[src/lbg_defs.vh]
// Register indices, field positions, reset values and timing constants of the gain-control block.
`ifndef LBG_DEFS_VH
`define LBG_DEFS_VH

// Register indices; the AXI byte address is four times the index.
`define LBG_IDX_COMB        6'h19
`define LBG_IDX_LIM_A       6'h1b
`define LBG_IDX_LIM_B       6'h1c
`define LBG_IDX_BOP_A       6'h1d
`define LBG_IDX_BOP_B       6'h1e
`define LBG_IDX_BOP_C       6'h1f
`define LBG_IDX_BOP_D       6'h20
`define LBG_IDX_STAT        6'h3c

// Reset values.
`define LBG_RST_COMB        8'h00
`define LBG_RST_LIM_A       8'h22
`define LBG_RST_LIM_B       8'h32
`define LBG_RST_BOP_A       8'h40
`define LBG_RST_BOP_B       8'h32
`define LBG_RST_BOP_C       8'h02
`define LBG_RST_BOP_D       8'h06

// Writable bit masks; reserved bits read as zero.
`define LBG_MSK_COMB        8'h20
`define LBG_MSK_LIM_A       8'h3f
`define LBG_MSK_LIM_B       8'hff
`define LBG_MSK_BOP_A       8'hfb
`define LBG_MSK_BOP_B       8'hff
`define LBG_MSK_BOP_C       8'hfe
`define LBG_MSK_BOP_D       8'hfe

// Field positions.
`define LBG_BIT_COMB_MODE   5
`define LBG_BIT_PEAK_LIMIT_ENABLE      0
`define LBG_BIT_LIM_DHYS    5
`define LBG_BIT_LIM_PAUSE   7
`define LBG_BIT_BROWNOUT_GUARD_ENABLE      0
`define LBG_BIT_BROWNOUT_LEVEL0_SHUTDOWN    1
`define LBG_BIT_HOLD_CLR    7

// Code limits.
`define LBG_ATK_CODE_MAX    4'hc
`define LBG_RLS_CODE_MAX    4'hc
`define LBG_DHR_CODE_MAX    5'h10
`define LBG_DHR_CODE_ZERO   5'h08
`define LBG_CAP_CODE_MAX    7'h2e

// Attenuation unit is 1/16 dB; 96 units make one halving of amplitude.
`define LBG_UNITS_PER_DB    16
`define LBG_UNITS_PER_6DB   96
`define LBG_UNITS_PER_FRAC  12
`define LBG_LIM_ATK_UNITS   2

// Timing: one tick is 2.5 us.
`define LBG_CLK_NS          20
`define LBG_TICK_NS         2500
`define LBG_TICK_CYCLES     ((`LBG_TICK_NS + `LBG_CLK_NS - 1) / `LBG_CLK_NS)
`define LBG_TICKS_PER_MS    (1000000 / `LBG_TICK_NS)
`define LBG_TICKS_PER_US10  (10000 / `LBG_TICK_NS)
`define LBG_RLS_TICKS_BASE  (4 * `LBG_TICKS_PER_MS / `LBG_UNITS_PER_DB)

// AXI responses.
`define LBG_RESP_OKAY       2'b00
`define LBG_RESP_SLVERR     2'b10

`endif

[src/lbg_gain_ctrl.v]
// Limiter and brownout gain control with AXI4-Lite registers and a buffered audio path.
`timescale 1ns/1ns
`default_nettype none
`include "lbg_defs.vh"

module lbg_gain_ctrl #(
  parameter DW                = 24,
  parameter TICK_CYCLES       = `LBG_TICK_CYCLES,
  parameter BOP_HOLD_TICKS    = 4000,
  parameter BOP_HOLD_INFINITE = 0,
  parameter BOP_RLS_TICKS     = 4000
) (
  input  wire          mclk_i,
  input  wire          sys_rst_i,
  input  wire          s_axi_awvalid,
  output wire          s_axi_awready,
  input  wire [7:0]    s_axi_awaddr,
  input  wire          s_axi_wvalid,
  output wire          s_axi_wready,
  input  wire [31:0]   s_axi_wdata,
  input  wire [3:0]    s_axi_wstrb,
  output reg           s_axi_bvalid,
  input  wire          s_axi_bready,
  output reg  [1:0]    s_axi_bresp,
  input  wire          s_axi_arvalid,
  output wire          s_axi_arready,
  input  wire [7:0]    s_axi_araddr,
  output reg           s_axi_rvalid,
  input  wire          s_axi_rready,
  output reg  [31:0]   s_axi_rdata,
  output reg  [1:0]    s_axi_rresp,
  input  wire          bop_level3_i,
  input  wire          bop_level0_i,
  input  wire [DW-2:0] supply_peak_i,
  input  wire          in_valid_i,
  output wire          in_ready_o,
  input  wire [DW-1:0] in_data_i,
  output wire          out_valid_o,
  input  wire          out_ready_i,
  output wire [DW-1:0] out_data_o,
  output wire          shutdown_o
);

  localparam [2:0] BS_IDLE    = 3'd0;
  localparam [2:0] BS_DWELL   = 3'd1;
  localparam [2:0] BS_ATTACK  = 3'd2;
  localparam [2:0] BS_HOLD    = 3'd3;
  localparam [2:0] BS_RELEASE = 3'd4;
  localparam [2:0] BS_SHUT    = 3'd5;

  // Header constants as integers, so that each use can take exactly the bits it needs.
  localparam TK_MS    = `LBG_TICKS_PER_MS;
  localparam TK_US10  = `LBG_TICKS_PER_US10;
  localparam RLS_BASE = `LBG_RLS_TICKS_BASE;
  localparam U_6DB    = `LBG_UNITS_PER_6DB;
  localparam U_FRAC   = `LBG_UNITS_PER_FRAC;
  localparam LIM_STEP = `LBG_LIM_ATK_UNITS;

  // Register select: 0..6 configuration, 7 status, 8 unmapped.
  function [3:0] reg_sel;
    input [7:0] addr;
    begin
      case (addr[7:2])
        `LBG_IDX_COMB:  reg_sel = 4'd0;
        `LBG_IDX_LIM_A: reg_sel = 4'd1;
        `LBG_IDX_LIM_B: reg_sel = 4'd2;
        `LBG_IDX_BOP_A: reg_sel = 4'd3;
        `LBG_IDX_BOP_B: reg_sel = 4'd4;
        `LBG_IDX_BOP_C: reg_sel = 4'd5;
        `LBG_IDX_BOP_D: reg_sel = 4'd6;
        `LBG_IDX_STAT:  reg_sel = 4'd7;
        default:        reg_sel = 4'd8;
      endcase
    end
  endfunction

  // Brownout step sizes in 1/16 dB units, shared by attack and release.
  function [6:0] step_units;
    input [3:0] code;
    begin
      case (code)
        4'h0:    step_units = 7'd1;
        4'h1:    step_units = 7'd8;
        4'h2:    step_units = 7'd14;
        4'h3:    step_units = 7'd21;
        4'h4:    step_units = 7'd27;
        4'h5:    step_units = 7'd33;
        4'h6:    step_units = 7'd40;
        4'h7:    step_units = 7'd46;
        4'h8:    step_units = 7'd52;
        4'h9:    step_units = 7'd59;
        4'ha:    step_units = 7'd65;
        4'hb:    step_units = 7'd71;
        4'hc:    step_units = 7'd78;
        4'hd:    step_units = 7'd84;
        4'he:    step_units = 7'd90;
        default: step_units = 7'd96;
      endcase
    end
  endfunction

  // Saturating add of a step onto an attenuation, limited by the cap.
  function [9:0] sat_add;
    input [9:0] att;
    input [6:0] step;
    input [9:0] cap;
    reg   [10:0] sum;
    begin
      sum = {1'b0, att} + {4'h0, step};
      sat_add = (sum > {1'b0, cap}) ? cap : sum[9:0];
    end
  endfunction

  reg [7:0] comb_reg, lim_a_reg, lim_b_reg, bop_a_reg, bop_b_reg, bop_c_reg, bop_d_reg;
  reg       aw_held_reg, w_held_reg;
  reg [7:0] aw_addr_reg;
  reg [7:0] w_data_reg;
  reg       w_strb_reg;
  reg [2:0] bop_state_reg;
  reg [9:0] lim_att_reg, bop_att_reg;
  reg [6:0] tick_cnt_reg;
  reg       tick_reg;
  reg [2:0] l3_sync_reg, l0_sync_reg;
  reg       l3_reg, l0_reg;
  reg       over_reg;
  reg [19:0] lim_atk_t_reg, lim_rls_t_reg, lim_hold_t_reg;
  reg [19:0] bop_t_reg;
  reg [DW-1:0] buf_mem [0:1];
  reg       wr_ptr_reg, rd_ptr_reg;
  reg [1:0] count_reg;

  wire       wr_go   = aw_held_reg && w_held_reg && !s_axi_bvalid;
  wire [3:0] wr_sel  = reg_sel(aw_addr_reg);
  wire [3:0] rd_sel  = reg_sel(s_axi_araddr);
  wire       rd_go   = s_axi_arvalid && !s_axi_rvalid;
  wire       bop_on  = bop_a_reg[`LBG_BIT_BROWNOUT_GUARD_ENABLE];
  wire       lim_on  = lim_a_reg[`LBG_BIT_PEAK_LIMIT_ENABLE];
  wire [3:0] atk_code = (lim_a_reg[4:1] > `LBG_ATK_CODE_MAX) ? `LBG_ATK_CODE_MAX : lim_a_reg[4:1];
  wire [3:0] rls_raw  = lim_b_reg[6:3];
  wire [3:0] rls_code = (rls_raw == 4'h0) ? 4'h1 : ((rls_raw > `LBG_RLS_CODE_MAX) ? `LBG_RLS_CODE_MAX : rls_raw);
  wire [4:0] dhr_code = (bop_a_reg[7:3] > `LBG_DHR_CODE_MAX) ? `LBG_DHR_CODE_MAX : bop_a_reg[7:3];
  wire [6:0] cap_code = (bop_b_reg[6:0] > `LBG_CAP_CODE_MAX) ? `LBG_CAP_CODE_MAX : bop_b_reg[6:0];
  wire [9:0] cap_units = {cap_code[5:0], 4'h0};
  wire       lim_run = lim_on && !(lim_b_reg[`LBG_BIT_LIM_PAUSE] && bop_state_reg != BS_IDLE);

  // Register bus write path.
  assign s_axi_awready = !aw_held_reg;
  assign s_axi_wready  = !w_held_reg;
  assign s_axi_arready = !s_axi_rvalid;

  always @(posedge mclk_i) begin
    if (sys_rst_i) begin
      aw_held_reg  <= 1'b0;
      w_held_reg   <= 1'b0;
      aw_addr_reg  <= 8'h00;
      w_data_reg   <= 8'h00;
      w_strb_reg   <= 1'b0;
      s_axi_bvalid <= 1'b0;
      s_axi_bresp  <= `LBG_RESP_OKAY;
      comb_reg     <= `LBG_RST_COMB;
      lim_a_reg    <= `LBG_RST_LIM_A;
      lim_b_reg    <= `LBG_RST_LIM_B;
      bop_a_reg    <= `LBG_RST_BOP_A;
      bop_b_reg    <= `LBG_RST_BOP_B;
      bop_c_reg    <= `LBG_RST_BOP_C;
      bop_d_reg    <= `LBG_RST_BOP_D;
    end else begin
      if (s_axi_awvalid && !aw_held_reg) begin
        aw_held_reg <= 1'b1;
        aw_addr_reg <= s_axi_awaddr;
      end
      if (s_axi_wvalid && !w_held_reg) begin
        w_held_reg <= 1'b1;
        w_data_reg <= s_axi_wdata[7:0];
        w_strb_reg <= s_axi_wstrb[0];
      end
      // Hold-clear is dropped by hardware one cycle after it was set; a new write wins.
      if (bop_b_reg[`LBG_BIT_HOLD_CLR]) begin
        bop_b_reg[`LBG_BIT_HOLD_CLR] <= 1'b0;
      end
      if (wr_go) begin
        aw_held_reg  <= 1'b0;
        w_held_reg   <= 1'b0;
        s_axi_bvalid <= 1'b1;
        s_axi_bresp  <= (wr_sel > 4'd7) ? `LBG_RESP_SLVERR : `LBG_RESP_OKAY;
        if (w_strb_reg) begin
          case (wr_sel)
            4'd0:    comb_reg  <= w_data_reg & `LBG_MSK_COMB;
            4'd1:    lim_a_reg <= w_data_reg & `LBG_MSK_LIM_A;
            4'd2:    lim_b_reg <= w_data_reg & `LBG_MSK_LIM_B;
            4'd3:    bop_a_reg <= w_data_reg & `LBG_MSK_BOP_A;
            4'd4:    bop_b_reg <= w_data_reg & `LBG_MSK_BOP_B;
            4'd5:    bop_c_reg <= w_data_reg & `LBG_MSK_BOP_C;
            4'd6:    bop_d_reg <= w_data_reg & `LBG_MSK_BOP_D;
            default: comb_reg  <= comb_reg;
          endcase
        end
      end else if (s_axi_bvalid && s_axi_bready) begin
        s_axi_bvalid <= 1'b0;
      end
    end
  end

  // Register bus read path; the status word shows live attenuation and state.
  wire [9:0] total_att;
  always @(posedge mclk_i) begin
    if (sys_rst_i) begin
      s_axi_rvalid <= 1'b0;
      s_axi_rdata  <= 32'h0000_0000;
      s_axi_rresp  <= `LBG_RESP_OKAY;
    end else if (rd_go) begin
      s_axi_rvalid <= 1'b1;
      s_axi_rresp  <= (rd_sel > 4'd7) ? `LBG_RESP_SLVERR : `LBG_RESP_OKAY;
      case (rd_sel)
        4'd0:    s_axi_rdata <= {24'h000000, comb_reg};
        4'd1:    s_axi_rdata <= {24'h000000, lim_a_reg};
        4'd2:    s_axi_rdata <= {24'h000000, lim_b_reg};
        4'd3:    s_axi_rdata <= {24'h000000, bop_a_reg};
        4'd4:    s_axi_rdata <= {24'h000000, bop_b_reg};
        4'd5:    s_axi_rdata <= {24'h000000, bop_c_reg};
        4'd6:    s_axi_rdata <= {24'h000000, bop_d_reg};
        4'd7:    s_axi_rdata <= {17'h00000, (bop_state_reg == BS_SHUT), (lim_att_reg != 10'h000),
                                 bop_state_reg, total_att};
        default: s_axi_rdata <= 32'h0000_0000;
      endcase
    end else if (s_axi_rvalid && s_axi_rready) begin
      s_axi_rvalid <= 1'b0;
    end
  end

  // Tick divider and brownout level synchronisers.
  always @(posedge mclk_i) begin
    if (sys_rst_i) begin
      tick_cnt_reg <= 7'h00;
      tick_reg     <= 1'b0;
      l3_sync_reg  <= 3'b000;
      l0_sync_reg  <= 3'b000;
      l3_reg       <= 1'b0;
      l0_reg       <= 1'b0;
    end else begin
      tick_reg <= (tick_cnt_reg == TICK_CYCLES[6:0] - 7'h01);
      tick_cnt_reg <= (tick_cnt_reg == TICK_CYCLES[6:0] - 7'h01) ? 7'h00 : tick_cnt_reg + 7'h01;
      l3_sync_reg <= {l3_sync_reg[1:0], bop_level3_i};
      l0_sync_reg <= {l0_sync_reg[1:0], bop_level0_i};
      if (l3_sync_reg[1] == l3_sync_reg[2]) begin
        l3_reg <= l3_sync_reg[2];
      end
      if (l0_sync_reg[1] == l0_sync_reg[2]) begin
        l0_reg <= l0_sync_reg[2];
      end
    end
  end

  // Brownout and limiter timing tables in ticks.
  reg [19:0] dwell_ticks, rate_ticks, lim_hold_ticks, lim_rls_ticks;
  always @* begin
    case (bop_c_reg[7:5])
      3'd0:    dwell_ticks = 20'd0;
      3'd1:    dwell_ticks = 20'd10 * TK_US10[19:0];
      3'd2:    dwell_ticks = 20'd25 * TK_US10[19:0];
      3'd3:    dwell_ticks = 20'd50 * TK_US10[19:0];
      3'd4:    dwell_ticks = 20'd100 * TK_US10[19:0];
      3'd5:    dwell_ticks = 20'd200 * TK_US10[19:0];
      3'd6:    dwell_ticks = 20'd400 * TK_US10[19:0];
      default: dwell_ticks = 20'd800 * TK_US10[19:0];
    endcase
    case (bop_d_reg[7:5])
      3'd0:    rate_ticks = 20'd1;
      3'd1:    rate_ticks = 20'd2;
      3'd2:    rate_ticks = 20'd4;
      3'd3:    rate_ticks = 20'd10;
      3'd4:    rate_ticks = 20'd20;
      3'd5:    rate_ticks = 20'd40;
      3'd6:    rate_ticks = 20'd100;
      default: rate_ticks = 20'd200;
    endcase
    case (lim_b_reg[2:0])
      3'd0:    lim_hold_ticks = 20'd0;
      3'd1:    lim_hold_ticks = 20'd10 * TK_MS[19:0];
      3'd2:    lim_hold_ticks = 20'd25 * TK_MS[19:0];
      3'd3:    lim_hold_ticks = 20'd50 * TK_MS[19:0];
      3'd4:    lim_hold_ticks = 20'd100 * TK_MS[19:0];
      3'd5:    lim_hold_ticks = 20'd250 * TK_MS[19:0];
      3'd6:    lim_hold_ticks = 20'd500 * TK_MS[19:0];
      default: lim_hold_ticks = 20'd1000 * TK_MS[19:0];
    endcase
    lim_rls_ticks = RLS_BASE[19:0] << (rls_code - 4'h1);
  end

  // Brownout state machine.
  always @(posedge mclk_i) begin
    if (sys_rst_i) begin
      bop_state_reg <= BS_IDLE;
      bop_att_reg   <= 10'h000;
      bop_t_reg     <= 20'h00000;
    end else if (bop_state_reg == BS_SHUT) begin
      bop_state_reg <= BS_SHUT;
    end else if (!bop_on) begin
      bop_state_reg <= BS_IDLE;
      bop_att_reg   <= 10'h000;
      bop_t_reg     <= 20'h00000;
    end else if (l0_reg) begin
      if (bop_a_reg[`LBG_BIT_BROWNOUT_LEVEL0_SHUTDOWN]) begin
        bop_state_reg <= BS_SHUT;
      end else begin
        bop_state_reg <= BS_HOLD;
        bop_att_reg   <= cap_units;
        bop_t_reg     <= BOP_HOLD_TICKS[19:0];
      end
    end else begin
      case (bop_state_reg)
        BS_IDLE: begin
          if (l3_reg) begin
            bop_state_reg <= BS_DWELL;
            bop_t_reg     <= dwell_ticks;
          end
        end
        BS_DWELL: begin
          if (!l3_reg) begin
            bop_state_reg <= BS_IDLE;
          end else if (bop_t_reg == 20'h00000) begin
            bop_state_reg <= BS_ATTACK;
          end else if (tick_reg) begin
            bop_t_reg <= bop_t_reg - 20'h00001;
          end
        end
        BS_ATTACK: begin
          if (!l3_reg) begin
            bop_state_reg <= BS_HOLD;
            bop_t_reg     <= BOP_HOLD_TICKS[19:0];
          end else if (tick_reg) begin
            if (bop_t_reg == 20'h00000) begin
              bop_att_reg <= sat_add(bop_att_reg, step_units(bop_c_reg[4:1]), cap_units);
              bop_t_reg   <= rate_ticks - 20'h00001;
            end else begin
              bop_t_reg <= bop_t_reg - 20'h00001;
            end
          end
        end
        BS_HOLD: begin
          if (l3_reg) begin
            bop_state_reg <= BS_ATTACK;
            bop_t_reg     <= 20'h00000;
          end else if (bop_b_reg[`LBG_BIT_HOLD_CLR] ||
                       (BOP_HOLD_INFINITE == 0 && bop_t_reg == 20'h00000)) begin
            bop_state_reg <= BS_RELEASE;
            bop_t_reg     <= 20'h00000;
          end else if (tick_reg && bop_t_reg != 20'h00000) begin
            bop_t_reg <= bop_t_reg - 20'h00001;
          end
        end
        BS_RELEASE: begin
          if (l3_reg) begin
            bop_state_reg <= BS_ATTACK;
            bop_t_reg     <= 20'h00000;
          end else if (bop_att_reg == 10'h000) begin
            bop_state_reg <= BS_IDLE;
          end else if (tick_reg) begin
            if (bop_t_reg == 20'h00000) begin
              bop_att_reg <= (bop_att_reg > {3'h0, step_units(bop_d_reg[4:1])}) ?
                             bop_att_reg - {3'h0, step_units(bop_d_reg[4:1])} : 10'h000;
              bop_t_reg   <= BOP_RLS_TICKS[19:0] - 20'h00001;
            end else begin
              bop_t_reg <= bop_t_reg - 20'h00001;
            end
          end
        end
        default: begin
          bop_state_reg <= BS_IDLE;
        end
      endcase
    end
  end

  // Limiter threshold: supply reference scaled by (40 + 2.5 % steps) / 40.
  wire [4:0]    dhr_eff = lim_a_reg[`LBG_BIT_LIM_DHYS] ? dhr_code : `LBG_DHR_CODE_ZERO;
  wire [DW+5:0] thr_prod = supply_peak_i * (6'd32 + {1'b0, dhr_eff});
  wire [DW+5:0] thr_full = thr_prod / 6'd40;
  wire [DW-1:0] in_mag = in_data_i[DW-1] ? (~in_data_i + 1'b1) : in_data_i;
  wire          in_take = in_valid_i && in_ready_o;

  // Limiter attack, hold and release.
  always @(posedge mclk_i) begin
    if (sys_rst_i) begin
      lim_att_reg    <= 10'h000;
      over_reg       <= 1'b0;
      lim_atk_t_reg  <= 20'h00000;
      lim_rls_t_reg  <= 20'h00000;
      lim_hold_t_reg <= 20'h00000;
    end else if (!lim_on) begin
      lim_att_reg <= 10'h000;
      over_reg    <= 1'b0;
    end else begin
      if (lim_run && tick_reg) begin
        if (over_reg) begin
          lim_hold_t_reg <= lim_hold_ticks;
          lim_rls_t_reg  <= 20'h00000;
          if (lim_atk_t_reg == 20'h00000) begin
            lim_att_reg   <= sat_add(lim_att_reg, LIM_STEP[6:0], cap_units);
            lim_atk_t_reg <= (20'h00001 << atk_code) - 20'h00001;
          end else begin
            lim_atk_t_reg <= lim_atk_t_reg - 20'h00001;
          end
        end else if (lim_hold_t_reg != 20'h00000) begin
          lim_hold_t_reg <= lim_hold_t_reg - 20'h00001;
        end else if (lim_rls_t_reg == 20'h00000) begin
          lim_att_reg   <= (lim_att_reg != 10'h000) ? lim_att_reg - 10'h001 : 10'h000;
          lim_rls_t_reg <= lim_rls_ticks - 20'h00001;
        end else begin
          lim_rls_t_reg <= lim_rls_t_reg - 20'h00001;
        end
      end
      // A peak seen in the consuming cycle survives into the next period.
      if (in_take && ({6'h00, in_mag} > thr_full)) begin
        over_reg <= 1'b1;
      end else if (lim_run && tick_reg) begin
        over_reg <= 1'b0;
      end
    end
  end

  // Combined attenuation.
  wire [10:0] att_sum = {1'b0, lim_att_reg} + {1'b0, bop_att_reg};
  wire [9:0]  att_max = (lim_att_reg > bop_att_reg) ? lim_att_reg : bop_att_reg;
  wire [10:0] att_comb = comb_reg[`LBG_BIT_COMB_MODE] ? {1'b0, att_max} : att_sum;
  assign total_att = (att_comb > {1'b0, cap_units}) ? cap_units : att_comb[9:0];

  // Gain: shift by whole 6 dB units and scale by an eighth-step mantissa.
  wire [9:0] g_quot  = total_att / U_6DB[9:0];
  wire [9:0] g_rem   = total_att % U_6DB[9:0];
  wire [9:0] g_fidx  = g_rem / U_FRAC[9:0];
  wire [3:0] g_shift = g_quot[3:0];
  wire [2:0] g_frac  = g_fidx[2:0];
  reg  [8:0] g_mant;
  always @* begin
    case (g_frac)
      3'd0:    g_mant = 9'd256;
      3'd1:    g_mant = 9'd235;
      3'd2:    g_mant = 9'd215;
      3'd3:    g_mant = 9'd197;
      3'd4:    g_mant = 9'd181;
      3'd5:    g_mant = 9'd166;
      3'd6:    g_mant = 9'd152;
      default: g_mant = 9'd140;
    endcase
  end
  wire signed [DW+9:0] g_prod = $signed(in_data_i) * $signed({1'b0, g_mant});
  wire signed [DW+9:0] g_scaled = g_prod >>> (g_shift + 4'd8);
  wire [DW-1:0] g_out = (bop_state_reg == BS_SHUT) ? {DW{1'b0}} : g_scaled[DW-1:0];

  // Two-entry output buffer; back-pressure from the receiver stalls the input.
  assign in_ready_o  = (count_reg != 2'd2);
  assign out_valid_o = (count_reg != 2'd0);
  assign out_data_o  = buf_mem[rd_ptr_reg];
  wire   out_take    = out_valid_o && out_ready_i;

  always @(posedge mclk_i) begin
    if (sys_rst_i) begin
      wr_ptr_reg <= 1'b0;
      rd_ptr_reg <= 1'b0;
      count_reg  <= 2'd0;
      buf_mem[0] <= {DW{1'b0}};
      buf_mem[1] <= {DW{1'b0}};
    end else begin
      if (in_take) begin
        buf_mem[wr_ptr_reg] <= g_out;
        wr_ptr_reg          <= ~wr_ptr_reg;
      end
      if (out_take) begin
        rd_ptr_reg <= ~rd_ptr_reg;
      end
      if (in_take && !out_take) begin
        count_reg <= count_reg + 2'd1;
      end else if (out_take && !in_take) begin
        count_reg <= count_reg - 2'd1;
      end
    end
  end

  assign shutdown_o = (bop_state_reg == BS_SHUT);

endmodule // lbg_gain_ctrl
`default_nettype wire

[config.mk]
export PLATFORM = sky130hd
export DESIGN_NAME = lbg_gain_ctrl
export DESIGN_NICKNAME = d
export VERILOG_FILES = /design/src/lbg_gain_ctrl.v
export VERILOG_INCLUDE_DIRS = /design/src
export SDC_FILE = /design/constraint.sdc
export NUM_CORES = 2
export LEC_CHECK = 0
export BUFFER_PORTS_ARGS = -buffer_cell sky130_fd_sc_hd__buf_2
export CAP_MARGIN = 20
export CORE_AREA = 4 4 342 344
export CTS_CLUSTER_DIAMETER = 30
export DETAILED_ROUTE_END_ITERATION = 8
export DIE_AREA = 0 0 346 348
export PLACE_DENSITY = 0.42
export SYNTH_ARGS = -nofsm -noshare
export SYNTH_HDL_FRONTEND = slang
export SYNTH_SLANG_ARGS = --single-unit
[constraint.sdc]
create_clock -name mclk_i -period 41.9 [get_ports mclk_i]
set_input_delay 6.285 -clock mclk_i [delete_from_list [all_inputs] [get_ports mclk_i]]
set_output_delay 6.285 -clock mclk_i [all_outputs]
set_load 0.02 [all_outputs]
==> reports/metrics.cfg <==
[global_routing]
antenna_found_initial=7
overflow=0
grt_pass1_wl_um=167400
grt_max_degree=71
grt_pass1_vias=29140
grt_usage=0.1697

[drt]
routed_wl_um=104500
wl_per_cell_um=17.94
dr.pass1.iters=5
routed_via_density=5.053
vias=29430
drc=0
antenna_left=0
drt_iter0_drc=1564

[yosys]
async_flop_share=0
synthDistinctLibCells=121
ys_warn_count=0
synth_ff_type=dfxtp_1
ys_seq_area_frac=0.1711
avgSynthCellArea_sq_um=8.016
ys_ff_latch=267
synthCells=4247
synth_edf_count=48
netlist_area_sq_um=34040

[sta]
max_freq_mhz=45.27
fin_skew_ps=55.15
setup_tns_ps=0
timing.final.crit_share=0.5272
hold_violations=0
tightest_slew_ps=1082
fin_crit_ps=22090
drv_slew=0
setup_violations=0
rsz0062_at_grt=false
relSlewSlack=0.2761

[placement]
place_congestion=0.8233
place_hpwl_um=81040
io_buffers=127

[pwr]
max-vdd-ir-drop_mv=0.06552
powerDensity_nw_per_um2=58.74
internal_power_mw=1.169
p_leak_nw=17.21
p_clk_frac=0.221
p_seq_frac=0.124
p_sw_frac=0.4800
p_switching_mw=1.080
pwr-share-comb=0.655

[worst_setup_path]
crit_fanout=19
end_kind=register
cp_top_family=compound AO/OA/AOI/OAI gates
crit_buf_inv=3
slowest_stage=a211oi_4
critPathArrivalTime_ps=22580
start_kind=input port
crit_required_ps=42390
critical_path.max_stage_delay_ps=710
path_common_cell=o21ai_0
worstSetupPathType=in -> reg

[cts]
cts.clk_slew.worst_paths_ps=50
cts_tree=yes
cts_made_buffers=59
root_buffer=clkbuf_16
cts.hold.buffers_added=0
cts_resized=0
h-tree-depth=2
cts_sinks=267
ctsLongestPathBuffers=3
cts_setup_buffers=0
clk-insertion-delay-late_ps=620

[finish]
finish.utilization=0.3362
finalNetCount=4891
regMostFlops=buf_mem
layout_common_cells=nor2_1 (429), nand2_1 (408), inv_1 (393), fa_1 (264), ha_1 (251)
largest_register_ffs=48
n_antenna_cell=0
drive_gt1_frac=0.09784
final_common_cell=nor2_1
syn2layout_area_growth_pct=12.48

[floorplan]
die_w_um=346
initial_utilization=0.2989
num_io_pins=178
dieArea_sq_um=120400
core_area_sq_um=113900
rows=124
die_h_um=348

[hold_path]
holdCritPathClass=reg -> reg

[run]
drv_cap=0

[run_status]
outcome=complete, no violations

-- cell type report --
class | instances | area (sq um)
fillers | 12220 | 75590
clock buffers | 71 | 1572
repair buffers | 182 | 1102
multi-input cells | 3360 | 25850
inverters | 396 | 1486
well taps | 1512 | 1892
clock inverters | 37 | 561.8
flip-flops and latches | 267 | 5826
-- power groups by stage --
stage               sequential (mW)  clock (mW)  combinational [mW]
CTS                           0.280       0.508                1.48
global placement              0.285           0                1.48
finish                        0.280       0.497                1.47
detailed placement            0.285           0                1.48
floorplan                     0.284           0                1.15
global route                  0.281       0.519                1.64
-- metrics by stage --
stage | power (mW) | hold slack (ps) | std cells | cell area, sq um | setup slack, ps
after floorplan | 1.433 | 413.8 | 4266 | 34110 | 22220
after global placement | 1.764 | 420.9 | 5710 | 36060 | 18510
after detailed placement | 1.761 | 423.9 | 5713 | 36120 | 19110
after CTS | 2.271 | 437.9 | 5821 | 38250 | 19710
after global routing | 2.441 | 463.8 | 5825 | 38290 | 18260
final | 2.249 | 442.0 | 5825 | 38290 | 19810
-- logic make-up (layout without fill, tap and decap cells) --
logic type	Yosys count	in the layout	synth area share
AOI/OAI and AO/OA	892	892	0.1759
and+or+nand+nor	1546	1546	0.2200
adders and majority gates	515	515	0.2475
other	1	20	0.0001102
buffers and inverters	639	686	0.07380
DFF	267	267	0.1711
xor gates and xnor gates	189	189	0.04885
muxes	198	198	0.06270
-- metal layers --
layer,vias up,track usage,share of wire
li1,14690,-,-
met1,14180,0.2325,0.47
met2,457,0.2933,0.48
met3,106,0.01278,0.025
met4,2,0.03666,0.019
met5,-,0,0.00012
-- Yosys cell counts, types with 10 or more instances --
cell type    n  area (sq um)
o221ai_1    12         105.1
mux2_2      41         461.7
nor3_1      90         450.4
nand2_1    408          1531
o31ai_1     25         187.7
buf_4       19         142.6
o21ai_0    189         945.9
nand3_1     90         450.4
a211oi_1    28         210.2
o31a_1      11         96.34
nor3b_1     11         82.58
nor4_1      41         256.5
inv_1      393          1475
xnor2_1    125          1095
and3_1      95         594.3
nor2b_1     67         419.2
xor2_1      63         551.8
o21ai_1     13         65.06
and2_1     144         900.9
nand2b_1    37         231.5
a221oi_1    11         96.34
buf_2       10         50.05
buf_1       10         37.54
a21oi_1    232          1161
edfxtp_1    48          1441
a22oi_1     58         435.4
o21bai_1    17         127.6
a21boi_0    12         90.09
ha_1       251          3141
nand4_1     34         212.7
clkbuf_1   200         750.7
dfxtp_1    219          4384
fa_1       264          5285
o22ai_1     19         118.9
or2_2       13         81.33
o21a_1      19         142.6
a31oi_1     32         200.2
a21o_1      44         330.3
nor2_1     432          1622
o211ai_1    41         307.8
or3_1       20         125.1
mux2i_1    147          1471
or4_1       16         120.1
-- path summary, 6_finish.rpt --
| path | start | to | slack (ps) | cells past startpoint |
|---|---|---|---|---|
| worst max register to register | lim_a_reg[5] | over_reg | 23930 | 72 |
| worst min register to register | l3_sync_reg[0] | l3_sync_reg[1] | 440 | 1 |
| worst max-delay path | supply_peak_i[5] | over_reg | 19810 | 68 |
| worst min-delay path | l3_sync_reg[0] | l3_sync_reg[1] | 440 | 1 |
-- worst register-to-register path: cells and delay by family, from the launching register on --
kind,cells,cell delay [ps]
AO/OA/AOI/OAI,32,7920
XOR/XNOR,2,680
adder cells (fa/ha/maj),6,2610
buffers and inverters,6,980
flip-flops,1,340
multiplexers,2,720
AND/OR/NAND/NOR,24,4560
(Power assumes the default switching activity.)
